--- src/hdl/timer_gate_map.svh ---
// Register offsets, field positions and reset values of the timer gate control block.
`ifndef TIMER_GATE_MAP_SVH
`define TIMER_GATE_MAP_SVH
// Printed offsets are not all multiples of four: they are indexes, byte address is four times.
`define TG_IDX_CTRL_A      12'h20F
`define TG_IDX_CTRL_B      12'h215
`define TG_IDX_CTRL_C      12'h21B
`define TG_IDX_IRQ_STATUS  12'h220
`define TG_IDX_IRQ_MASK    12'h221
`define TG_IDX_TIMER_ON    12'h222
`define TG_BIT_ENABLE      7
`define TG_BIT_POLARITY    6
`define TG_BIT_TOGGLE      5
`define TG_BIT_SINGLE      4
`define TG_BIT_ACQUIRE     3
`define TG_BIT_LEVEL       2
`define TG_CTRL_RESET      8'h00
`define TG_WRITE_MASK      8'hF8
`endif

--- src/hdl/timer_gate_pkg.sv ---
// Types shared by the timer gate control block.
package timer_gate_pkg;
  typedef struct packed {
    logic enable;
    logic polarity;
    logic toggle;
    logic single;
  } gate_cfg_s;
  typedef struct packed {
    logic count_en;
    logic level;
    logic done;
  } gate_out_s;
endpackage

--- src/hdl/gate_channel.sv ---
// One timer's gate path: polarity, toggle flip-flop and single-pulse acquisition.
`include "timer_gate_map.svh"
module gate_channel (
  input  wire logic                    clk,
  input  wire logic                    rst_n,
  input  wire logic                    timer_on,
  input  wire logic                    gate_in,
  input  wire timer_gate_pkg::gate_cfg_s cfg,
  input  wire logic                    acquire_set,
  output logic                         acquire_q,
  output timer_gate_pkg::gate_out_s    gout
);
  logic sync1_q;
  logic sync2_q;
  logic prev_q;
  logic toggle_q;
  logic seen_q;
  logic pol_gate;
  logic rise;
  logic path;
  logic active;
  logic done_pulse;

  // The gate comes from a pin, so it passes two flops before any logic looks at it.
  always_ff @(posedge clk) begin
    if (!rst_n) begin
      sync1_q <= 1'b0;
      sync2_q <= 1'b0;
      prev_q  <= 1'b0;
    end else begin
      sync1_q <= gate_in;
      sync2_q <= sync1_q;
      prev_q  <= pol_gate;
    end
  end

  // Polarity applied first, so toggle and edge logic work on the active level.
  assign pol_gate = cfg.polarity ? sync2_q : ~sync2_q;
  assign rise     = pol_gate & ~prev_q;

  // Toggle flip-flop flips on each rising active edge and is held clear outside toggle mode.
  always_ff @(posedge clk) begin
    if (!rst_n) begin
      toggle_q <= 1'b0;
    end else if (!cfg.toggle) begin
      toggle_q <= 1'b0;
    end else if (rise) begin
      toggle_q <= ~toggle_q;
    end
  end

  assign path = cfg.toggle ? toggle_q : pol_gate;

  // Single pulse: once armed, wait for the path to go active, count through it, then done.
  always_ff @(posedge clk) begin
    if (!rst_n) begin
      seen_q <= 1'b0;
    end else if (!cfg.single || !acquire_q) begin
      seen_q <= 1'b0;
    end else if (path) begin
      seen_q <= 1'b1;
    end
  end

  assign done_pulse = cfg.single & acquire_q & seen_q & ~path;

  // Software arm wins, since the arming write sets the mode bit in the same edge.
  // Otherwise a cleared mode bit clears the flag, and completion clears it too.
  always_ff @(posedge clk) begin
    if (!rst_n) begin
      acquire_q <= 1'b0;
    end else if (acquire_set) begin
      acquire_q <= 1'b1;
    end else if (!cfg.single) begin
      acquire_q <= 1'b0;
    end else if (done_pulse) begin
      acquire_q <= 1'b0;
    end
  end

  assign active = cfg.single ? (path & acquire_q) : path;

  assign gout.level    = active;
  assign gout.count_en = timer_on & (cfg.enable ? active : 1'b1);
  assign gout.done     = done_pulse;

  AST_TOGGLE_CLEAR: assert property (@(posedge clk) disable iff (!rst_n)
    !cfg.toggle |=> !toggle_q) else $error("toggle flop not cleared");
  AST_SINGLE_CLEARS: assert property (@(posedge clk) disable iff (!rst_n)
    (!cfg.single && !acquire_set) |=> !acquire_q)
    else $error("acquire flag kept without mode");
  AST_POLARITY: assert property (@(posedge clk) disable iff (!rst_n)
    (timer_on && cfg.enable && !cfg.toggle && !cfg.single)
      |-> gout.count_en == (cfg.polarity == sync2_q)) else $error("polarity wrong");
  AST_DONE_DROPS: assert property (@(posedge clk) disable iff (!rst_n)
    (done_pulse && !acquire_set) |=> !acquire_q) else $error("done not cleared");
endmodule // gate_channel

--- src/hdl/timer_gate_control.sv ---
// Three timer gate control registers behind an APB slave, with interrupt on completion.
`include "timer_gate_map.svh"
module timer_gate_control #(
  parameter int N = 3
) (
  input  wire logic          clk,
  input  wire logic          rst_n,
  input  wire logic          psel,
  input  wire logic          penable,
  input  wire logic          pwrite,
  input  wire logic [15:0]   paddr,
  input  wire logic [31:0]   pwdata,
  output logic               pready,
  output logic [31:0]        prdata,
  output logic               pslverr,
  input  wire logic [N-1:0]  gate_in,
  output logic [N-1:0]       count_en,
  output logic               irq
);
  timer_gate_pkg::gate_cfg_s cfg_q [N];
  timer_gate_pkg::gate_out_s gout [N];
  logic [N-1:0] acquire;
  logic [N-1:0] arm;
  logic [N-1:0] done;
  logic [N-1:0] sel;
  logic [N-1:0] status_q;
  logic [N-1:0] mask_q;
  logic [N-1:0] timer_on_q;
  logic [11:0]  idx;
  logic         wr;
  logic         hit;
  logic [31:0]  rd_d;
  logic [11:0]  ctrl_idx [3];

  assign ctrl_idx[0] = `TG_IDX_CTRL_A;
  assign ctrl_idx[1] = `TG_IDX_CTRL_B;
  assign ctrl_idx[2] = `TG_IDX_CTRL_C;

  // Zero wait states keep the slave simple; every access ends in its first access cycle.
  assign pready = 1'b1;
  assign idx    = paddr[13:2];
  assign wr     = psel & penable & pwrite;

  // Control register decode, one instance per timer.
  always_comb begin
    for (int i = 0; i < N; i++) begin
      sel[i] = (idx == ctrl_idx[i]);
    end
  end

  assign hit = (|sel) || idx == `TG_IDX_IRQ_STATUS || idx == `TG_IDX_IRQ_MASK
               || idx == `TG_IDX_TIMER_ON;

  // Writable control bits; the level bit is not stored so writes cannot touch it.
  always_ff @(posedge clk) begin
    if (!rst_n) begin
      for (int i = 0; i < N; i++) begin
        cfg_q[i] <= '0;
      end
    end else begin
      for (int i = 0; i < N; i++) begin
        if (wr && sel[i]) begin
          cfg_q[i].enable   <= pwdata[`TG_BIT_ENABLE];
          cfg_q[i].polarity <= pwdata[`TG_BIT_POLARITY];
          cfg_q[i].toggle   <= pwdata[`TG_BIT_TOGGLE];
          cfg_q[i].single   <= pwdata[`TG_BIT_SINGLE];
        end
      end
    end
  end

  // Arming needs the single bit set in the written data itself, so mode and flag are set in one write.
  always_comb begin
    for (int i = 0; i < N; i++) begin
      arm[i] = wr & sel[i] & pwdata[`TG_BIT_ACQUIRE] & pwdata[`TG_BIT_SINGLE];
    end
  end

  // Timer on bits stand in for the counters' own switch, which lives outside this block.
  always_ff @(posedge clk) begin
    if (!rst_n) begin
      timer_on_q <= '0;
    end else if (wr && idx == `TG_IDX_TIMER_ON) begin
      timer_on_q <= pwdata[N-1:0];
    end
  end

  always_ff @(posedge clk) begin
    if (!rst_n) begin
      mask_q <= '0;
    end else if (wr && idx == `TG_IDX_IRQ_MASK) begin
      mask_q <= pwdata[N-1:0];
    end
  end

  // Completion sets a sticky bit; a new event in the clearing cycle wins over the clear.
  always_ff @(posedge clk) begin
    if (!rst_n) begin
      status_q <= '0;
    end else if (wr && idx == `TG_IDX_IRQ_STATUS) begin
      status_q <= (status_q & ~pwdata[N-1:0]) | done;
    end else begin
      status_q <= status_q | done;
    end
  end

  assign irq = |(status_q & mask_q);

  generate
    for (genvar g = 0; g < N; g++) begin : g_ch
      gate_channel u_ch (
        .clk         (clk),
        .rst_n       (rst_n),
        .timer_on    (timer_on_q[g]),
        .gate_in     (gate_in[g]),
        .cfg         (cfg_q[g]),
        .acquire_set (arm[g]),
        .acquire_q   (acquire[g]),
        .gout        (gout[g])
      );
      assign count_en[g] = gout[g].count_en;
      assign done[g]     = gout[g].done;
    end
  endgenerate

  // Read mux; unused bits read zero.
  always_comb begin
    rd_d = '0;
    for (int i = 0; i < N; i++) begin
      if (sel[i]) begin
        rd_d[`TG_BIT_ENABLE]   = cfg_q[i].enable;
        rd_d[`TG_BIT_POLARITY] = cfg_q[i].polarity;
        rd_d[`TG_BIT_TOGGLE]   = cfg_q[i].toggle;
        rd_d[`TG_BIT_SINGLE]   = cfg_q[i].single;
        rd_d[`TG_BIT_ACQUIRE]  = acquire[i];
        rd_d[`TG_BIT_LEVEL]    = gout[i].level;
      end
    end
    if (idx == `TG_IDX_IRQ_STATUS) begin
      rd_d[N-1:0] = status_q;
    end
    if (idx == `TG_IDX_IRQ_MASK) begin
      rd_d[N-1:0] = mask_q;
    end
    if (idx == `TG_IDX_TIMER_ON) begin
      rd_d[N-1:0] = timer_on_q;
    end
  end

  // Read data and error come from flops, loaded in the setup cycle.
  always_ff @(posedge clk) begin
    if (!rst_n) begin
      prdata  <= '0;
      pslverr <= 1'b0;
    end else if (psel && !penable) begin
      prdata  <= pwrite ? 32'h0000_0000 : rd_d;
      pslverr <= ~hit;
    end
  end

  AST_OFF_NO_COUNT: assert property (@(posedge clk) disable iff (!rst_n)
    !timer_on_q[0] |-> !count_en[0]) else $error("counting while timer off");
  AST_UNGATED: assert property (@(posedge clk) disable iff (!rst_n)
    (timer_on_q[0] && !cfg_q[0].enable) |-> count_en[0]) else $error("ungated stall");
  AST_ARM_SETS: assert property (@(posedge clk) disable iff (!rst_n)
    arm[0] |=> acquire[0]) else $error("arming lost");
  AST_STICKY: assert property (@(posedge clk) disable iff (!rst_n)
    done[0] |=> status_q[0]) else $error("event lost");
  AST_LEVEL_GATES: assert property (@(posedge clk) disable iff (!rst_n)
    (timer_on_q[1] && cfg_q[1].enable) |-> count_en[1] == gout[1].level)
    else $error("gated count differs from level");
endmodule // timer_gate_control

--- config.mk ---
export PLATFORM = sky130hd
export DESIGN_NAME = timer_gate_control
export DESIGN_NICKNAME = d
export VERILOG_FILES = /design/src/hdl/timer_gate_pkg.sv /design/src/hdl/gate_channel.sv /design/src/hdl/timer_gate_control.sv
export VERILOG_INCLUDE_DIRS = /design/src /design/src/hdl
export SDC_FILE = /design/constraint.sdc
export NUM_CORES = 1
export LEC_CHECK = 0
export ABC_CLOCK_PERIOD_IN_PS = 2450
export BUFFER_PORTS_ARGS = -buffer_cell sky130_fd_sc_hd__buf_2
export CAP_MARGIN = 20
export CORE_UTILIZATION = 45
export DETAILED_ROUTE_END_ITERATION = 7
export GPL_ROUTABILITY_DRIVEN = 0
export GPL_TIMING_DRIVEN = 1
export HOLD_SLACK_MARGIN = 0.1
export PLACE_DENSITY_LB_ADDON = 0.08
export SLEW_MARGIN = 0
export SYNTH_ARGS = -nofsm -noshare
export SYNTH_HDL_FRONTEND = slang
export SYNTH_SLANG_ARGS = --single-unit
--- constraint.sdc ---
create_clock -name clk -period 2.45 [get_ports clk]
set_input_delay 0.245 -clock clk [delete_from_list [all_inputs] [get_ports clk]]
set_output_delay 0.245 -clock clk [all_outputs]
set_load 0.01 [all_outputs]
==> summary.txt, run 1 <==
distinct cell type count of the synthesized netlist: 47
Post-Synthesis Cells: 277
fin crit period: 1.916 ns
syn avg cell area: 8.889 µm²
Setup Viol. Count Final: 0
reg2reg setup slack: 0.83 ns
H-tree Lvls: 2
Synth area leader: dfxtp_1
commonest non-fill, non-tap cell in the layout: buf_2
post-CTS setup repair buffer count: 0
Logic pwr share: 10.7%
crit start category: flop
Final Hold Fails: 0
area share of the largest cell type after synthesis: 29.27%
Synthesis Warnings: 0
die width: 75.97 µm
Critical Path Max Stage Delay: 0.43 ns
DR vias: 1,977
Int Power: 1.090 mW
NumNets Final: 376
Vias per Instance: 5.056
RR Endpoint: prdata[2]$_SDFFE_PN0P_
initial core utilization: 47.61%
antenna cells: 0
critical path required time: 2.20 ns
Worst R2R Path Depth: 5
RSZ-0062 raised after global routing: no
Critical Path, Cell by Cell: xnor2_1, o221ai_1, a21boi_0, buf_2
Seq/Total Area, Yosys: 43.90%
Worst-Skew Late Latency: 0.30 ns
leakage: 1.108 nW
ys flop type: dfxtp_1
WS Path Type: reg -> out
Synth area leaders: dfxtp_1 29%, edfxtp_1 15%, buf_4 7.6%, nor2_1 4.4%, nand2_1 4.3%
worst slack, placed: 0.4146 ns
Worst path top cell family by delay: compound AO/OA/AOI/OAI gates
Critical Path Slowest Stage Cell: edfxtp_1
total power divided by cell area: 531.0 nW/µm²
Post-route DRC: 0
Synth-to-Final Area Change: 11.59%
WP buf/inv: 1
HP Class: in -> reg
share of post-route cells with drive strength above 1: 18.38%
Die H: 75.97 µm
status: finished, final reports clean
largest net degree at the start of global routing: 25
Crit. End Element: primary output
Congestion Overflow GR: 0
first-pass GRT wire length: 8.721 mm
most frequent cells in the layout: 40 x buf_2, 36 x dfxtp_1, 29 x nor2_1
final clock skew: 0.009286 ns
CTS Hold Buffers Added: 0
Rel. slew slack: 61.62%
GRT Overall Usage: 19.11%
clk sinks: 48
Setup Total Neg Slack: 0 ns
Endpoint, Worst Hold: g_ch[0].u_ch.sync1_q$_SDFF_PN0_
total core area: 5172 µm²
part of the power in registers: 58.2%
Synth async-reset ratio: 0%
Routed Antenna Nets: 0
Switching Fraction: 25.29%
actual slew at the worst max-slew pin: 0.5745 ns
Clock Tree Root: clkbuf_8
Rows: 26
CTS tree: yes
Worst-path clk slew: 0.08 ns
DRT Pass-1 Iters: 4
Cells on Worst Hold Path: 2
number of global-route vias before repair: 1,766
WL/cell: 13.46 µm
I/O pin cnt: 94
Final Slew Violations: 0
max_cap viols: 0
Clock Path Buffers: 2
post-detailed-routing wire length: 5.262 mm
Final period util: 78.20%
setup ws final: 0.5342 ns
r2r startpoint: cfg_q[1][2]$_DFFE_PP_
initial antenna violation count: 0
net switching power: 0.3689 mW
post-DP HPWL: 4.009 mm
flops & latches, synth: 48
EDFF count, synth: 12
port buffer count: 40
Num CTS Buffers: 5
maximum VDD drop: 0.0003572 V
post-CTS sizing: 0
Peak Freq: 0.5220 GHz
Max Fanout on Critical Path: 4
DRT iter0 DRCs: 142
Die Area: 5771 µm²
CP arrival: 1.67 ns
Clk pwr share: 31.1%
Post-Syn Area: 2462 µm²
hold_sp: gate_in[0]
[synthesized netlist by cell type (2+ instances only)]
master / number
a21boi_0: 3
a21o_1: 5
a21oi_1: 15
a22oi_1: 7
and2_1: 10
and3_1: 3
buf_4: 25
clkbuf_1: 8
conb_1: 2
dfxtp_1: 36
edfxtp_1: 12
inv_1: 9
mux2i_1: 10
nand2_1: 28
nand2b_1: 5
nand3_1: 12
nand4_1: 2
nor2_1: 29
nor2b_1: 3
nor3_1: 4
nor3b_1: 2
o21ai_0: 8
o221ai_1: 2
o22ai_1: 5
or3_1: 6
xnor2_1: 5
[sequential cells by signal, summed over array words and instances, names as in the netlist]
name,count
cfg_q,12
g_ch.u_ch.acquire_q,3
g_ch.u_ch.prev_q,3
g_ch.u_ch.seen_q,3
g_ch.u_ch.sync1_q,3
g_ch.u_ch.sync2_q,3
g_ch.u_ch.toggle_q,3
mask_q,3
prdata,8
pslverr,1
status_q,3
timer_on_q,3
[kinds of logic (layout without fill, tap and decap cells)]
| kind of cell | count (synthesis) | after routing | share of synthesized area [%] |
|---|---|---|---|
| DFF | 48 | 48 | 43.90 |
| and+or+nand+nor | 115 | 115 | 25.20 |
| other | 2 | 25 | 0.3050 |
| muxes | 10 | 10 | 4.065 |
| AOI/OAI and AO/OA | 53 | 53 | 14.03 |
| xor gates and xnor gates | 6 | 6 | 2.134 |
| buffers and inverters | 43 | 64 | 10.37 |
[worst max-delay path by stage]
stage,from,to,slack (ns),depth (start not counted)
after floorplan,paddr[10],cfg_q[2][0]$_DFFE_PP_,0.47,4
after global placement,paddr[10],cfg_q[1][2]$_DFFE_PP_,0.40,6
after detailed placement,paddr[10],cfg_q[1][3]$_DFFE_PP_,0.41,6
after CTS,cfg_q[0][2]$_DFFE_PP_,count_en[0],0.48,4
after global routing,cfg_q[0][2]$_DFFE_PP_,count_en[0],0.37,4
final,cfg_q[0][2]$_DFFE_PP_,count_en[0],0.53,4
[through the flow]
stage	hold slack, ns	total power, mW	instances	util, %	area [µm²]
floorplan	0.3723	0.9903	300	-	2549
global placement	0.4201	1.021	383	51.50	2664
detailed placement	0.4219	1.022	383	51.50	2664
CTS	0.1455	1.477	391	53.12	2748
global route	0.1425	1.532	391	53.12	2748
finish	0.1510	1.459	391	53.12	2748
[area by class of cell]
class | instances | area [µm²]
fill | 518 | 2425
tap | 70 | 87.58
inverter | 10 | 37.54
sequential | 48 | 1081
timing repair buffer | 46 | 245.2
clock buffer | 6 | 72.57
clock inverter | 2 | 11.26
multi-input combinational | 209 | 1212
[layer usage]
metal,vias up,routed length (µm),global-route usage (%),share of wire (%)
met4,0,33,4.615,0.63
met1,915,2599,26.50,49
met3,4,258,4.311,4.9
met2,53,2371,30.27,45
met5,-,0,0,0
li1,1005,-,-,-
[power by group through the flow]
stage / combinational, mW / sequential (mW) / clock, mW
floorplan: 0.128 / 0.863 / 0
global placement: 0.155 / 0.867 / 0
detailed placement: 0.155 / 0.867 / 0
CTS: 0.156 / 0.849 / 0.472
global route: 0.175 / 0.852 / 0.506
finish: 0.156 / 0.849 / 0.454
Note: power is estimated with default switching activity, not from simulation.
==> inputs of run 2 (changes only) <==
- ABC_CLOCK_PERIOD_IN_PS: 2450 -> 1700
- CORE_UTILIZATION: 45 -> 44
- clock period: 2.45 -> 1.7 ns (I/O delays scaled with it)
==> summary.txt, run 2 (synthesis results as in run 1) <==
status: complete, but fails checks
failing checks: negative setup slack
Final period util: 103.4%
total core area: 5238 µm²
Worst-Skew Late Latency: 0.30 ns
HP Class: in -> reg
Cell Area, Placed: 2758 µm²
max FFs per register: 12
Peak Freq: 0.5687 GHz
Final Cell Area: 2954 µm²
clk sinks: 48
crit start category: flop
Die Area: 5900 µm²
Clock Tree Root: clkbuf_8
Vias per Instance: 4.998
Synth-to-Final Area Change: 19.97%
port buffer count: 40
total power divided by cell area: 775.7 nW/µm²
RSZ-0062 raised after global routing: yes
WS Path Type: reg -> out
largest net degree at the start of global routing: 24
final clock skew: 0.007366 ns
Die H: 76.81 µm
critical path required time: 1.53 ns
Post-route DRC: 0
NumNets Final: 395
antenna cells: 0
max_cap viols: 0
Worst-path clk slew: 0.09 ns
die width: 76.81 µm
CTS tree: yes
Setup Viol. Count Final: 1
Critical Path Max Stage Delay: 0.46 ns
Largest Register: cfg_q
Congestion Overflow GR: 0
DRT iter0 DRCs: 135
commonest non-fill, non-tap cell in the layout: buf_2
final hold slack: 0.1431 ns
Final Slew Violations: 0
Clock Path Buffers: 2
CP startpoint: cfg_q[1][2]$_DFFE_PP_
I/O pin cnt: 94
worst slack, placed: -0.2311 ns
Max Fanout on Critical Path: 3
dpl cells: 395
CP arrival: 1.59 ns
WL/cell: 13.85 µm
top flop regs: cfg_q: 12 flops, prdata: 8 flops
hold_sp: pwdata[1]
Rows: 26
share of post-route cells with drive strength above 1: 23.89%
fin crit period: 1.758 ns
post-detailed-routing wire length: 5.663 mm
r2r startpoint: cfg_q[1][2]$_DFFE_PP_
Routed Antenna Nets: 0
Num CTS Buffers: 5
leakage: 1.228 nW
DR vias: 2,044
Total Power: 2.291 mW
initial core utilization: 47.01%
Crit. End Element: primary output
number of global-route vias before repair: 1,827
Critical Path, Cell by Cell: xor2_2, a221o_1, a21boi_1, buf_2
most frequent cells in the layout: 40 x buf_2, 36 x dfxtp_1, 29 x nor2_1
initial antenna violation count: 0
setup ws final: -0.05829 ns
Final Non-Filler Cells: 409
first-pass GRT wire length: 9.080 mm
H-tree Lvls: 2
maximum VDD drop: 0.0007091 V
DRT Pass-1 Iters: 4
GRT Overall Usage: 20.03%
post-DP HPWL: 4.238 mm
Final Hold Fails: 0
Critical Path Slowest Stage Cell: edfxtp_1
fill count: 510
## run 2: changes by cell type in the layout (fill, tap and decap cells not counted), sizes merged
cell / delta
bufinv: +1
dlygate4sd3: +3
clkinv: -1
clkinvlp: -1
buf: +16
## run 2: critical path: cells and delay by family, from the launching register on
| kind | cells | cell delay (ns) |
|---|---|---|
| compound gates | 2 | 0.49 |
| xor+xnor | 1 | 0.19 |
| buf+inv | 1 | 0.15 |
| flops | 1 | 0.46 |
## run 2: path summary, 6_finish.rpt
kind,endpoint,slack [ns],depth (start not counted)
setup / recovery,count_en[1],-0.06,4
hold / removal,mask_q[1]$_SDFFE_PN0P_,0.14,3
setup reg to reg,prdata[2]$_SDFFE_PN0P_,0.05,6
hold reg to reg,g_ch[0].u_ch.sync2_q$_SDFF_PN0_,0.44,1
## run 2: cell type report
cell class / count / area, µm² / share of cell area [%]
timing repair buffer: 65 / 395.4 / 13.38
multi-input combinational: 209 / 1250 / 42.31
clock inverter: 1 / 30.03 / 1.017
tap: 70 / 87.58 / 2.965
inverter: 10 / 37.54 / 1.271
sequential: 48 / 1081 / 36.59
clock buffer: 6 / 72.57 / 2.457
## run 2: repair_timing
action / 4_1_cts / 5_1_grt
resized for setup: 4 / 4
setup endpoints to repair: 3 / 4
hold endpoints to repair: 3 / 0
setup buffers: 2 / 2
pin swaps: 2 / 2
hold buffers: 3 / 0
## run 2: metrics by stage
stage                      TNS, ns  utilization [%]
final                     -0.05829            56.40
after floorplan            -0.9018                -
after CTS                 -0.06672            55.73
after detailed placement    -3.842            52.65
after global placement      -3.231            52.65
after global routing       -0.1917            56.40
## run 2: power by group
group	switching, mW	total, mW	leakage [nW]	internal [mW]
combinational	0.148	0.263	0.770	0.115
clock	0.371	0.803	0.0513	0.432
sequential	0.0252	1.23	0.407	1.20
total	0.544	2.29	1.23	1.75
## run 2: layer usage
layer | GRT usage (%) | vias up | wire, µm
li1 | - | 1041 | -
met2 | 31.70 | 71 | 2571
met5 | 0 | - | 0
met3 | 3.929 | 2 | 317
met1 | 27.51 | 930 | 2745
met4 | 5.769 | 0 | 29
